### src/shared/cfwt_pkg.sv
package cfwt_pkg;
   // telegram codes and lengths
   localparam logic [7:0] CMD_CFG_WR = 8'h66;
   localparam logic [7:0] CMD_FIX_WR = 8'h1f;
   localparam logic [7:0] CMD_FIX_WR_ENH = 8'h24;
   localparam logic [7:0] LEN_HI = 8'h00;
   localparam logic [7:0] LEN_CFG = 8'h0a;
   localparam logic [7:0] LEN_FIX = 8'h0b;
   localparam logic [7:0] LEN_RSP = 8'h06;
   // status codes
   localparam logic [7:0] STAT_OK = 8'h00;
   localparam logic [7:0] STAT_WR_FAIL = 8'h04;
   localparam logic [7:0] STAT_NO_CARRIER = 8'h05;
   // tag types, two ascii characters
   localparam logic [15:0] TAG_EMU_02 = 16'h3032;
   localparam logic [15:0] TAG_EMU_11 = 16'h3131;
   localparam logic [15:0] TAG_NATIVE_50 = 16'h3530;
   localparam logic [15:0] TAG_EMU_52 = 16'h3532;
   // byte positions within a telegram
   localparam logic [3:0] IDX_LEN_HI = 4'h0;
   localparam logic [3:0] IDX_LEN_LO = 4'h1;
   localparam logic [3:0] IDX_CODE = 4'h2;
   localparam logic [3:0] IDX_CTL = 4'h3;
   localparam logic [3:0] IDX_STAT = 4'h4;
   localparam logic [3:0] IDX_ADDR = 4'h5;
   localparam logic [3:0] IDX_CFG_LAST = 4'h9;
   localparam logic [3:0] IDX_FIX_LAST = 4'ha;
   localparam logic [2:0] RSP_BYTES_TCP = 3'h6;
   localparam logic [2:0] RSP_BYTES_BARE = 3'h4;
   // host register map
   localparam logic [7:0] REG_CTRL = 8'h00;
   localparam logic [7:0] REG_ADDR = 8'h04;
   localparam logic [7:0] REG_DLO = 8'h08;
   localparam logic [7:0] REG_DHI = 8'h0c;
   localparam logic [7:0] REG_RESP = 8'h10;
   localparam logic [7:0] REG_IRQ_ST = 8'h14;
   localparam logic [7:0] REG_IRQ_CLR = 8'h18;
   localparam logic [7:0] REG_IRQ_EN = 8'h1c;
   localparam int CTRL_GO = 0;
   localparam int CTRL_TCP = 1;
   localparam int CTRL_PWD = 2;
   localparam int CTRL_OP = 3;
   localparam int CTRL_CHAN = 5;
   localparam logic [1:0] OP_CFG = 2'h0;
   localparam logic [1:0] OP_FIX = 2'h1;
   localparam logic [1:0] OP_FIX_ENH = 2'h2;
   localparam int IRQ_RESP = 0;
   localparam int IRQ_REFUSED = 1;
   localparam int IRQ_MISMATCH = 2;

   typedef enum logic [1:0] {
      TGT_NONE = 2'b00, TGT_FAMILY1 = 2'b01, TGT_FAMILY2 = 2'b10
   } cfwt_target_t;
   typedef enum logic [1:0] {
      RD_NONE = 2'b00, RD_EMULATED = 2'b01, RD_NATIVE4 = 2'b10
   } cfwt_rdsrc_t;
   typedef enum logic [2:0] {
      ST_IDLE = 3'b000, ST_ISSUE = 3'b001, ST_WAIT_DONE = 3'b010,
      ST_REPLY = 3'b011, ST_WAIT_NEW = 3'b100, ST_WAIT_CARRIER = 3'b101
   } cfwt_dev_state_t;

   // index of the first byte on the link; length bytes only on tcp
   function automatic logic [3:0] first_idx(input logic tcp);
      first_idx = tcp ? IDX_LEN_HI : IDX_CODE;
   endfunction
endpackage

### src/shared/cfwt_link_if.sv
`timescale 1ns/100ps
interface cfwt_link_if;
   logic tcp_mode;
   logic cmd_valid;
   logic cmd_ready;
   logic [7:0] cmd_data;
   logic cmd_last;
   logic rsp_valid;
   logic rsp_ready;
   logic [7:0] rsp_data;
   logic rsp_last;
   modport host_end (
      output tcp_mode, cmd_valid, cmd_data, cmd_last, rsp_ready,
      input cmd_ready, rsp_valid, rsp_data, rsp_last
   );
   modport device_end (
      input tcp_mode, cmd_valid, cmd_data, cmd_last, rsp_ready,
      output cmd_ready, rsp_valid, rsp_data, rsp_last
   );
endinterface

### src/verilog/cfwt_rsp_ser.sv
`timescale 1ns/100ps
module cfwt_rsp_ser (
   // clock and reset
   input wire logic pclk,
   input wire logic presetn,
   input wire logic ce,
   // response load
   input wire logic start,
   input wire logic tcp,
   input wire logic [7:0] code,
   input wire logic [7:0] ctl,
   input wire logic [7:0] status,
   input wire logic [7:0] count,
   // byte stream
   output logic valid,
   output logic [7:0] data,
   output logic last,
   input wire logic ready
);
   import cfwt_pkg::*;

   typedef struct packed {
      logic [2:0] left;
      logic [5:0][7:0] sh;
   } cfwt_ser_regs_t;

   cfwt_ser_regs_t s;
   cfwt_ser_regs_t next_s;

   always_comb begin
      next_s = s;
      if (start) begin
         if (tcp) begin
            next_s.sh = {count, status, ctl, code, LEN_RSP, LEN_HI};
            next_s.left = RSP_BYTES_TCP;
         end else begin
            next_s.sh = {16'h0000, count, status, ctl, code};
            next_s.left = RSP_BYTES_BARE;
         end
      end else if (s.left != 3'h0 && ready) begin
         next_s.sh = {8'h00, s.sh[5:1]};
         next_s.left = s.left - 3'h1;
      end
   end

   always_ff @(posedge pclk or negedge presetn) begin
      if (!presetn) begin
         s <= '0;
      end else if (ce) begin
         s <= next_s;
      end
   end

   assign valid = s.left != 3'h0;
   assign data = s.sh[0];
   assign last = s.left == 3'h1;
endmodule

### src/verilog/cfwt_device_end.sv
// Summary of operation
// - length bytes present only on tcp transport
// - host builds config write 66h header
// - host places address, data msb first
// - six-byte response on tcp, four bytes bare, with status and counter
// - enhanced config write retries until success
// - after write wait new carrier, restart
// - host needs password mode for config writes
// - status 05h on carrier leave or absence
// - no 05h between back-to-back carriers
// - no read-after-write for fixcode writes
// - family one emulation on types 02/11
// - family two emulation with type 50
// - type 52 reads emulated, 50 native
// - host builds fixcode write 1Fh telegram
// - single fixcode write tries at most once
//
// Decided for this implementation: the APB slave port and the register offsets.
`timescale 1ns/100ps
module cfwt_device_end (
   // clock and reset
   input wire logic pclk,
   input wire logic presetn,
   input wire logic ce,
   // telegram link
   cfwt_link_if.device_end link,
   // carrier sensing and configuration
   input wire logic carrier_present,
   input wire logic carrier_new,
   input wire logic [15:0] tag_type,
   input wire logic verify_mode,
   // head write port
   output logic head_wr_req,
   output logic head_wr_fixcode,
   output logic [7:0] head_wr_addr,
   output logic [39:0] head_wr_data,
   output logic [15:0] head_fix_type,
   output logic [3:0] head_fix_len,
   output logic head_verify_en,
   output cfwt_pkg::cfwt_target_t head_target,
   input wire logic head_wr_done,
   input wire logic head_wr_ok,
   // fixcode read source for the selected tag type
   output cfwt_pkg::cfwt_rdsrc_t fix_read_src
);
   import cfwt_pkg::*;

   typedef struct packed {
      cfwt_dev_state_t state;
      cfwt_dev_state_t after;
      logic [3:0] rx_n;
      logic [10:0][7:0] rx_buf;
      logic [10:0][7:0] op;
      logic enhanced;
      logic fixcode;
      logic [7:0] status;
      logic [7:0] reply_cnt;
      logic carrier_prev;
      logic head_req;
      logic ser_start;
      logic [39:0] hd_data;
      cfwt_target_t target;
      logic verify_en;
      cfwt_rdsrc_t rd_src;
   } cfwt_dev_regs_t;

   cfwt_dev_regs_t s;
   cfwt_dev_regs_t next_s;
   logic cmd_ready;

   // queue a response and name the state that follows it
   function automatic cfwt_dev_regs_t start_reply(input cfwt_dev_regs_t r,
         input logic [7:0] st, input cfwt_dev_state_t nxt);
      cfwt_dev_regs_t q;
      q = r;
      q.status = st;
      q.after = nxt;
      q.state = ST_REPLY;
      q.ser_start = 1'b1;
      q.reply_cnt = r.reply_cnt + 8'h01;
      return q;
   endfunction

   // commands are only taken while no head write or reply is under way
   assign cmd_ready = s.state == ST_IDLE || s.state == ST_WAIT_NEW
      || s.state == ST_WAIT_CARRIER;
   assign link.cmd_ready = cmd_ready;

   always_comb begin
      logic [3:0] rx_idx;
      logic [7:0] code;
      logic ok_cfg;
      logic ok_fix;
      logic leave;
      rx_idx = s.rx_n + first_idx(link.tcp_mode);
      code = 8'h00;
      ok_cfg = 1'b0;
      ok_fix = 1'b0;
      // a leave that coincides with the next entry is no gap
      leave = s.carrier_prev && !carrier_present && !carrier_new;
      next_s = s;
      next_s.head_req = 1'b0;
      next_s.ser_start = 1'b0;
      next_s.carrier_prev = carrier_present;
      unique case (tag_type)
         TAG_EMU_02, TAG_EMU_11, TAG_EMU_52: next_s.rd_src = RD_EMULATED;
         TAG_NATIVE_50: next_s.rd_src = RD_NATIVE4;
         default: next_s.rd_src = RD_NONE;
      endcase

      unique case (s.state)
         ST_IDLE: begin
         end
         ST_ISSUE: begin
            next_s.head_req = 1'b1;
            next_s.state = ST_WAIT_DONE;
         end
         ST_WAIT_DONE: begin
            if (head_wr_done) begin
               if (head_wr_ok) begin
                  next_s = start_reply(next_s, STAT_OK,
                     s.enhanced ? ST_WAIT_NEW : ST_IDLE);
               end else if (!s.enhanced) begin
                  next_s = start_reply(next_s, STAT_WR_FAIL, ST_IDLE);
               end else if (carrier_present) begin
                  next_s.state = ST_ISSUE;
               end else begin
                  next_s = start_reply(next_s, STAT_NO_CARRIER, ST_WAIT_CARRIER);
               end
            end
         end
         ST_REPLY: begin
            if (link.rsp_valid && link.rsp_ready && link.rsp_last) begin
               next_s.state = s.after;
            end
         end
         ST_WAIT_NEW: begin
            if (carrier_new) begin
               next_s.state = ST_ISSUE;
            end else if (leave) begin
               next_s = start_reply(next_s, STAT_NO_CARRIER, ST_WAIT_CARRIER);
            end
         end
         ST_WAIT_CARRIER: begin
            if (carrier_present) begin
               next_s.state = ST_ISSUE;
            end
         end
         default: next_s.state = ST_IDLE;
      endcase

      // telegram reception; a complete command overrides any waiting loop
      if (link.cmd_valid && cmd_ready) begin
         if (rx_idx <= IDX_FIX_LAST) begin
            next_s.rx_buf[rx_idx] = link.cmd_data;
         end
         if (s.rx_n != 4'hf) begin
            next_s.rx_n = s.rx_n + 4'h1;
         end
         if (link.cmd_last) begin
            next_s.rx_n = 4'h0;
            code = next_s.rx_buf[IDX_CODE];
            ok_cfg = code == CMD_CFG_WR && rx_idx == IDX_CFG_LAST;
            ok_fix = (code == CMD_FIX_WR || code == CMD_FIX_WR_ENH)
               && rx_idx == IDX_FIX_LAST;
         end
      end

      if (ok_cfg || ok_fix) begin
         next_s.op = next_s.rx_buf;
         next_s.fixcode = ok_fix;
         next_s.enhanced = code != CMD_FIX_WR;
         if (ok_fix) begin
            next_s.hd_data = {next_s.rx_buf[6], next_s.rx_buf[7], next_s.rx_buf[8],
               next_s.rx_buf[9], next_s.rx_buf[10]};
            unique case (tag_type)
               TAG_EMU_02, TAG_EMU_11: next_s.target = TGT_FAMILY1;
               TAG_NATIVE_50: next_s.target = TGT_FAMILY2;
               default: next_s.target = TGT_NONE;
            endcase
         end else begin
            next_s.hd_data = {8'h00, next_s.rx_buf[6], next_s.rx_buf[7],
               next_s.rx_buf[8], next_s.rx_buf[9]};
            next_s.target = TGT_NONE;
         end
         next_s.verify_en = verify_mode && !ok_fix;
         if (carrier_present) begin
            next_s.state = ST_ISSUE;
         end else begin
            next_s = start_reply(next_s, STAT_NO_CARRIER,
               code == CMD_FIX_WR ? ST_IDLE : ST_WAIT_CARRIER);
         end
      end
   end

   always_ff @(posedge pclk or negedge presetn) begin
      if (!presetn) begin
         s <= '0;
      end else if (ce) begin
         s <= next_s;
      end
   end

   cfwt_rsp_ser u_ser (
      .pclk(pclk),
      .presetn(presetn),
      .ce(ce),
      .start(s.ser_start),
      .tcp(link.tcp_mode),
      .code(s.op[IDX_CODE]),
      .ctl({s.fixcode ? s.op[IDX_CTL][7:4] : 4'h0, s.op[IDX_CTL][3:0]}),
      .status(s.status),
      .count(s.reply_cnt),
      .valid(link.rsp_valid),
      .data(link.rsp_data),
      .last(link.rsp_last),
      .ready(link.rsp_ready)
   );

   assign head_wr_req = s.head_req;
   assign head_wr_fixcode = s.fixcode;
   assign head_wr_addr = s.op[IDX_ADDR];
   assign head_wr_data = s.hd_data;
   assign head_fix_type = {s.op[IDX_STAT], s.op[IDX_ADDR]};
   assign head_fix_len = s.op[IDX_CTL][7:4];
   assign head_verify_en = s.verify_en;
   assign head_target = s.target;
   assign fix_read_src = s.rd_src;
endmodule

### src/flat_wrapper.sv
// flat-port wrapper written by rule: the top's interface ports become plain ports
module cfwt_device_end_flat import cfwt_pkg::*;
  (pclk, presetn, ce, carrier_present, carrier_new, tag_type, verify_mode, head_wr_req, head_wr_fixcode, head_wr_addr, head_wr_data, head_fix_type, head_fix_len, head_verify_en, head_target, head_wr_done, head_wr_ok, fix_read_src, link_tcp_mode, link_cmd_valid, link_cmd_data, link_cmd_last, link_rsp_ready, link_cmd_ready, link_rsp_valid, link_rsp_data, link_rsp_last);
  cfwt_link_if link_i ();
  input wire logic pclk;
  input wire logic presetn;
  input wire logic ce;
  input wire logic carrier_present;
  input wire logic carrier_new;
  input wire logic [15:0] tag_type;
  input wire logic verify_mode;
  output logic head_wr_req;
  output logic head_wr_fixcode;
  output logic [7:0] head_wr_addr;
  output logic [39:0] head_wr_data;
  output logic [15:0] head_fix_type;
  output logic [3:0] head_fix_len;
  output logic head_verify_en;
  output cfwt_pkg::cfwt_target_t head_target;
  input wire logic head_wr_done;
  input wire logic head_wr_ok;
  output cfwt_pkg::cfwt_rdsrc_t fix_read_src;
  input wire logic [$bits(link_i.tcp_mode)-1:0] link_tcp_mode;
  input wire logic [$bits(link_i.cmd_valid)-1:0] link_cmd_valid;
  input wire logic [$bits(link_i.cmd_data)-1:0] link_cmd_data;
  input wire logic [$bits(link_i.cmd_last)-1:0] link_cmd_last;
  input wire logic [$bits(link_i.rsp_ready)-1:0] link_rsp_ready;
  output wire logic [$bits(link_i.cmd_ready)-1:0] link_cmd_ready;
  output wire logic [$bits(link_i.rsp_valid)-1:0] link_rsp_valid;
  output wire logic [$bits(link_i.rsp_data)-1:0] link_rsp_data;
  output wire logic [$bits(link_i.rsp_last)-1:0] link_rsp_last;
  assign link_i.tcp_mode = link_tcp_mode;
  assign link_i.cmd_valid = link_cmd_valid;
  assign link_i.cmd_data = link_cmd_data;
  assign link_i.cmd_last = link_cmd_last;
  assign link_i.rsp_ready = link_rsp_ready;
  assign link_cmd_ready = link_i.cmd_ready;
  assign link_rsp_valid = link_i.rsp_valid;
  assign link_rsp_data = link_i.rsp_data;
  assign link_rsp_last = link_i.rsp_last;
  cfwt_device_end u_core (.pclk(pclk), .presetn(presetn), .ce(ce), .link(link_i), .carrier_present(carrier_present), .carrier_new(carrier_new), .tag_type(tag_type), .verify_mode(verify_mode), .head_wr_req(head_wr_req), .head_wr_fixcode(head_wr_fixcode), .head_wr_addr(head_wr_addr), .head_wr_data(head_wr_data), .head_fix_type(head_fix_type), .head_fix_len(head_fix_len), .head_verify_en(head_verify_en), .head_target(head_target), .head_wr_done(head_wr_done), .head_wr_ok(head_wr_ok), .fix_read_src(fix_read_src));
endmodule
### config.mk
export PLATFORM = sky130hd
export DESIGN_NAME = cfwt_device_end_flat
export DESIGN_NICKNAME = d
export VERILOG_FILES = /design/src/shared/cfwt_pkg.sv /design/src/shared/cfwt_link_if.sv /design/src/verilog/cfwt_rsp_ser.sv /design/src/verilog/cfwt_device_end.sv /design/src/flat_wrapper.sv
export SDC_FILE = /design/constraint.sdc
export NUM_CORES = 1
export LEC_CHECK = 0
export BUFFER_PORTS_ARGS = -buffer_cell sky130_fd_sc_hd__buf_4
export CAP_MARGIN = 5
export CORE_MARGIN = 8
export CORE_UTILIZATION = 55
export CTS_CLUSTER_DIAMETER = 50
export DETAILED_ROUTE_END_ITERATION = 7
export PLACE_DENSITY = 0.75
export REMOVE_ABC_BUFFERS = 1
export SETUP_SLACK_MARGIN = 0.3
export SLEW_MARGIN = 20
export SYNTH_ARGS = -nofsm -noshare
export SYNTH_HDL_FRONTEND = slang
export SYNTH_SLANG_ARGS = --single-unit
### constraint.sdc
create_clock -name pclk -period 5.9 [get_ports pclk]
set_clock_uncertainty 0.15 [all_clocks]
set_input_delay 1.77 -clock pclk [delete_from_list [all_inputs] [get_ports pclk]]
set_output_delay 1.77 -clock pclk [all_outputs]
set_load 0.01 [all_outputs]
# [After elaboration in Yosys (flattened, before gate mapping)]
# Cells that the tools add are included.
[totals] ff_bits=247 input_bits=36 output_inout_bits=86 wordCells=136
[classes] add_sub_neg=5 magnitude_cmp=3 eq_ne=25 mux=40 n_reduce_logical=27
[op_table] op="2-to-1 mux 252 bit" n=5
[op_table] op="2-to-1 mux 249 bit" n=3
[op_table] op="case mux 202 bit (2 select lines)" n=1
[op_table] op="2-to-1 mux 88 bit" n=2
[op_table] op="2-to-1 mux 51 bit" n=2
[op_table] op="2-to-1 mux 92 bit" n=1
[op_table] op="case mux 46 bit (2 select lines)" n=1
[op_table] op="bitwise mux 88 bit" n=1
[op_table] op="equality test 16 x 14 -> 1 bit, second input constant" n=4
[op_table] op="2-to-1 mux 50 bit" n=1
[op_table] op="2-to-1 mux 42 bit" n=1
[op_table] op="demux 8 bit (select 4 bit)" n=1
[op_table] op="2-to-1 mux 8 bit" n=3
[op_table] op="case mux 3 bit (6 select lines)" n=1
[op_table] op="adder 8 x 1 -> 8 bit, second input constant" n=2
[op_table] op="equality test 8 x 5 -> 1 bit, second input constant" n=2
[op_table] op="2-to-1 mux 3 bit" n=5
[op_table] op="2-to-1 mux 4 bit" n=3
[op_table] op="logical AND 1 bit" n=9
[op_table] op="equality test 4 bit, second input constant" n=2
[op_table] op="equality test 8 x 6 -> 1 bit, second input constant" n=1
[op_table] op="equality test 8 x 7 -> 1 bit, second input constant" n=1
[op_table] op="!= test 4 bit, second input constant" n=2
[op_table] op="!= test 8 x 5 -> 1 bit, second input constant" n=1
[op_table] op="other kinds (28)" n=45

# [Longest topological paths before layout]
[logic_depth] word_depth=20 ltp_mapped=13 depth_no_buf=10

# [Hierarchy]
# From an unflattened synthesis, not the netlist that was laid out.
[unflattened] hier_cells=1091 hier_area_um2=11526.1
[modules_own_cells] mod="cfwt_device_end" instances=1 cells_each=863 area_per_inst_um2=8936.1 seq_area_each_um2=4304.1
[modules_own_cells] mod="cfwt_rsp_ser" instances=1 cells_each=228 area_per_inst_um2=2590.0 seq_area_each_um2=1276.2

# [Worst setup path before layout]
# OpenSTA, ideal clock, no wires.
[synth_path] kind="input-to-reg" from="in link_tcp_mode" to="reg u_core.s[48] (netlist bit)" setup_time_ns=0.135 arrival_time_ns=4.702 required_time_ns=5.615 setup_slack_ns=0.913 cell_stages=13 path_buffers=3 cell_sequence="clkbuf_1 > clkinv_1 > ha_1 > ha_1 > xnor2_1 > nor3b_2 > mux2_2 > a21o_1 > buf_6 > buf_2 > a211oi_1 > nor3_1 > xor2_1"
[synth_between] elab_chain_cells=16 word_cells_on_any_way=25 classes_between="add/sub: 1; order compare: 3; eq/ne: 5; mux: 11; reduce/logical: 5"
[synth_lines] element="from (decl)" line_no="flat_wrapper.sv:23" source="input wire logic [$bits(link_i.tcp_mode)-1:0] link_tcp_mode;"
[synth_lines] element="2-to-1 mux 2 bit *" line_no="cfwt_pkg.sv:64" source="first_idx = tcp ? IDX_LEN_HI : IDX_CODE;"
[synth_lines] element="adder 4 bit *" line_no="cfwt_device_end.sv:95" source="rx_idx = s.rx_n + first_idx(link.tcp_mode);"
[synth_lines] element="< comparator 4 x 5 -> 1 bit (not written as such) or >= comparator 4 x 1 -> 1 bit (tied branches)" line_no="cfwt_device_end.sv:155" source="next_s.rx_buf[rx_idx] = link.cmd_data;"
[synth_lines] element="logical AND 1 bit (not written as such)" line_no="cfwt_device_end.sv:155"
[synth_lines] element="2-to-1 mux 8 bit (not written as such)" line_no="cfwt_device_end.sv:155"
[synth_lines] element="demux 8 bit (select 4 bit)"
[synth_lines] element="bitwise mux 88 bit" line_no="cfwt_device_end.sv:155"
[synth_lines] element="2-to-1 mux 88 bit" line_no="cfwt_device_end.sv:154" source="if (rx_idx <= IDX_FIX_LAST) begin"
[synth_lines] element="2-to-1 mux 88 bit" line_no="cfwt_device_end.sv:153" source="if (link.cmd_valid && cmd_ready) begin"
[synth_lines] element="equality test 8 x 5 -> 1 bit or equality test 8 x 6 -> 1 bit (tied branches)" line_no="cfwt_device_end.sv:164" source="ok_fix = (code == CMD_FIX_WR || code == CMD_FIX_WR_ENH)"
[synth_lines] element="logical OR 1 bit" line_no="cfwt_device_end.sv:164"
[synth_lines] element="logical AND 1 bit" line_no="cfwt_device_end.sv:165" source="&& rx_idx == IDX_FIX_LAST;"
[synth_lines] element="2-to-1 mux 1 bit" line_no="cfwt_device_end.sv:160" source="if (link.cmd_last) begin"
[synth_lines] element="2-to-1 mux 1 bit" line_no="cfwt_device_end.sv:153"
[synth_lines] element="logical OR 1 bit *" line_no="cfwt_device_end.sv:169" source="if (ok_cfg || ok_fix) begin"
[synth_lines] element="2-to-1 mux 252 bit *" line_no="cfwt_device_end.sv:169"
[synth_lines] element="to (signal assigned)" line_no="cfwt_device_end.sv:200" source="s <= next_s;"
[synth_lines] element="to (decl)" line_no="cfwt_device_end.sv:67" source="cfwt_dev_regs_t s;"
# Every way passes the cells marked *; elsewhere a longest branch is shown, timed or not. The select of a mux whose other input is x is not followed.
# A chain may end at the register's enable or synchronous reset.

# [Final worst setup path]
[layout_path] from="in link_tcp_mode" to="reg u_core.s[56] (netlist bit)"
# The elaborated chain is that of the path after synthesis.

==> results.json <==
{
  "ant_nets": 0,
  "cts_buffers": 25,
  "cts_resized": 0,
  "dp_hpwl_um": 17300,
  "met2_length_um": 13000,
  "cp.buffers_inverters": 3,
  "cts_hold_buf": 0,
  "finalSetupViolations": 0,
  "final.min_clock_period_ns": 4.99,
  "tightestPinTransition_ns": 0.914,
  "crit_chain": "buf_4 -> clkinv_1 -> ha_1 -> ha_1 -> xnor2_1 -> nor3b_2 -> mux2_2 -> a21o_1 -> buf_4 -> a21oi_1 -> o31a_1 -> a2bb2oi_1",
  "outcome": "finished clean",
  "gp_congestion": 0.837,
  "endpoint_kind": "flop",
  "grt_max_degree": 142,
  "syn_area_um2": 11400,
  "synth.distinct_cells": 66,
  "synth_edf_count": 0,
  "viasPerCell": 5.78,
  "power.density_nw_per_um2": 347,
  "synthCells": 1149,
  "hold_depth": 2,
  "crit_path_top_delay_cell": "mux2_2",
  "fin_area_um2": 12700,
  "diodes": 0,
  "synth-main-ff-cell": "dfrtp_1",
  "cts_tree": "done",
  "cts.sinks": 223,
  "vdd_drop_max_uv": 214,
  "grt_pass1_wl_um": 43800,
  "hp-class": "reg -> reg",
  "rsz0062_at_grt": "no",
  "postLayoutCoreUtil_pct": 62.9,
  "post_dp_cell_area_um2": 11800,
  "critPathMaxStageDelay_ns": 0.42,
  "drive_gt1_share_pct": 23.4,
  "hold_viol_final": 0,
  "vias": 8291,
  "drt_iter0_markers": 608,
  "wire_per_inst_um": 18.5,
  "yosys_warnings": 0,
  "die_w_um": 160,
  "arrival_ns": 5.30,
  "worst_ep_required_time_ns": 6.20,
  "core_um2": 20200,
  "initial_core_util_pct": 56.2,
  "drtPass1Iterations": 5,
  "avgSynthCellArea_um2": 9.89,
  "ys_seq_elements": 223,
  "fin_crit_sh_pct": 84.6,
  "final_cell_mix": "dfrtp_1 (223), nand2_1 (185), buf_4 (135), o21ai_0 (126), mux2_2 (75)",
  "grt_pass1_vias": 8471,
  "dieArea_um2": 25500,
  "grt.overflow.total": 0,
  "clk_path_buf_depth": 3,
  "min_to": "u_core.head_target[0]",
  "insertion_delay_ns": 0.53,
  "worstSetupPathType": "in -> reg",
  "wirelength_um": 26500,
  "wl_met3_um": 1330,
  "r2r-start": "u_core.s[243]",
  "relSlewSlack_pct": 38.9,
  "die_h_um": 160,
  "ys_async_sr_fraction_pct": 100,
  "hp-start": "u_core.head_target[0]",
  "final_common_cell": "dfrtp_1",
  "start_kind": "input port",
  "highest_layer": "met4",
  "maxSlewViolCount": 0,
  "cpLargestDelayFamily": "compound AO/OA/AOI/OAI gates",
  "antenna_found_initial": 0,
  "crit_fanout": 18,
  "max_freq_mhz": 200,
  "final_nets": 1191,
  "synthTopCellsByArea": "dfrtp_1 (49%), mux2_2 (7.4%), nand2_1 (6.1%), o21ai_0 (5.5%), buf_4 (5.3%)",
  "r2r_end": "u_core.s[56]",
  "yosys.area.top_type_share_pct": 49.1,
  "path_clk_slew_ns": 0.06,
  "grt_use_total_pct": 20.3,
  "p_leak_nw": 5.78,
  "drv_cap": 0,
  "htree_levels": 1,
  "row_count": 52,
  "reg2reg_slack_ns": 2.33,
  "cts_setup_buffers": 0,
  "io_pins": 122,
  "synth_top_area_cell": "dfrtp_1",
  "r2r_cells": 10,
  "root_buffer": "clkbuf_16",
  "routedLengthMet1_um": 11800,
  "yosysSeqAreaShare_pct": 49.1,
  "route.detailed.drc": 0,
  "port_buffers": 121,
  "syn2layout_area_growth_pct": 11.9
}
-- Yosys cell counts (6+ instances only) --
cell type and instances:
buf_4 80, mux2_2 75, o211ai_1 8, xnor2_1 9, buf_2 13, o21ai_0 126
o22a_1 26, mux2i_1 49, nor2b_1 12, nand2b_1 7, inv_1 8, a21oi_1 38
ha_1 8, nor2_1 41, clkbuf_1 68, nand4b_1 6, a22oi_1 18, nand3_1 26
nor3_1 16, nand2_1 185, a211oi_1 6, dfrtp_1 223
-- area by class of cell --
| type | count | area [µm²] |
|---|---|---|
| fill | 1636 | 7510 |
| tap | 270 | 338 |
| clock inverter | 11 | 164 |
| clock buffer | 34 | 699 |
| inverter | 10 | 37.5 |
| sequential | 223 | 5580 |
| multi-input combinational | 748 | 4810 |
| timing repair buffer | 139 | 1100 |
-- stage by stage --
| step | hold WS [ns] | instances | total power [mW] | TNS, ns | worst slack [ns] |
|---|---|---|---|---|---|
| after global placement | 0.305 | 1389 | 2.78 | 0 | 0.612 |
| after CTS | 0.334 | 1434 | 4.44 | 0 | 0.965 |
| after detailed placement | 0.316 | 1389 | 2.82 | 0 | 0.443 |
| final | 0.328 | 1435 | 4.42 | 0 | 0.907 |
| after global routing | 0.351 | 1435 | 4.63 | 0 | 0.658 |
| after floorplan | 0.300 | 981 | 2.48 | -21.84 | -0.354 |
-- metal layers --
layer / vias to the layer above / track usage, %
met1: 4120 / 26.6
li1: 3952 / -
met2: 186 / 34.4
met5: - / 0
met3: 33 / 3.70
met4: 0 / 4.63
-- kinds of logic (layout without fill, tap and decap cells) --
kind of cell,Yosys count,after routing,share of synthesized area (%)
compound gates,269,269,14.8
xor+xnor,11,11,0.848
fa+ha+maj,8,8,0.881
buf+inv,178,194,8.86
flops,223,223,49.1
mux,124,124,11.7
simple gates,336,336,13.8
-- power breakdown --
group          internal, mW  switching [mW]  total [mW]
registers              1.74           0.212        1.95
logic                 0.385           0.471       0.856
clock network         0.973           0.638        1.61
-- how the worst max path moves through the flow --
stage / startpoint / end / cells after the start
floorplan: link_tcp_mode / u_core.head_fix_len[0] / 9
CTS: link_tcp_mode / u_core.s[56] / 12
global placement: link_tcp_mode / u_core.s[49] / 12
detailed placement: link_tcp_mode / u_core.s[56] / 12
global route: link_tcp_mode / u_core.head_fix_len[1] / 12
finish: link_tcp_mode / u_core.s[56] / 12
-- registers in the layout, indices dropped and copies added (netlist names) --
signal                  flops
u_core.head_wr_addr         8
u_core.u_ser.s             43
u_core.head_fix_len         4
u_core.head_wr_req          1
u_core.head_verify_en       1
u_core.fix_read_src         2
u_core.head_target          2
u_core.s                  105
u_core.u_ser.data           8
u_core.head_wr_fixcode      1
u_core.head_wr_data        40
u_core.head_fix_type        8
-- worst register-to-register path, stage by stage, from the launching register on --
cell	delay, ns
dfrtp_1	0.45
ha_1	0.22
ha_1	0.19
xnor2_1	0.31
nor3b_2	0.41
mux2_2	0.42
a21o_1	0.32
buf_4	0.24
a21oi_1	0.38
o31a_1	0.24
a2bb2oi_1	0.18
No activity file was read; power rests on OpenSTA's default activity.
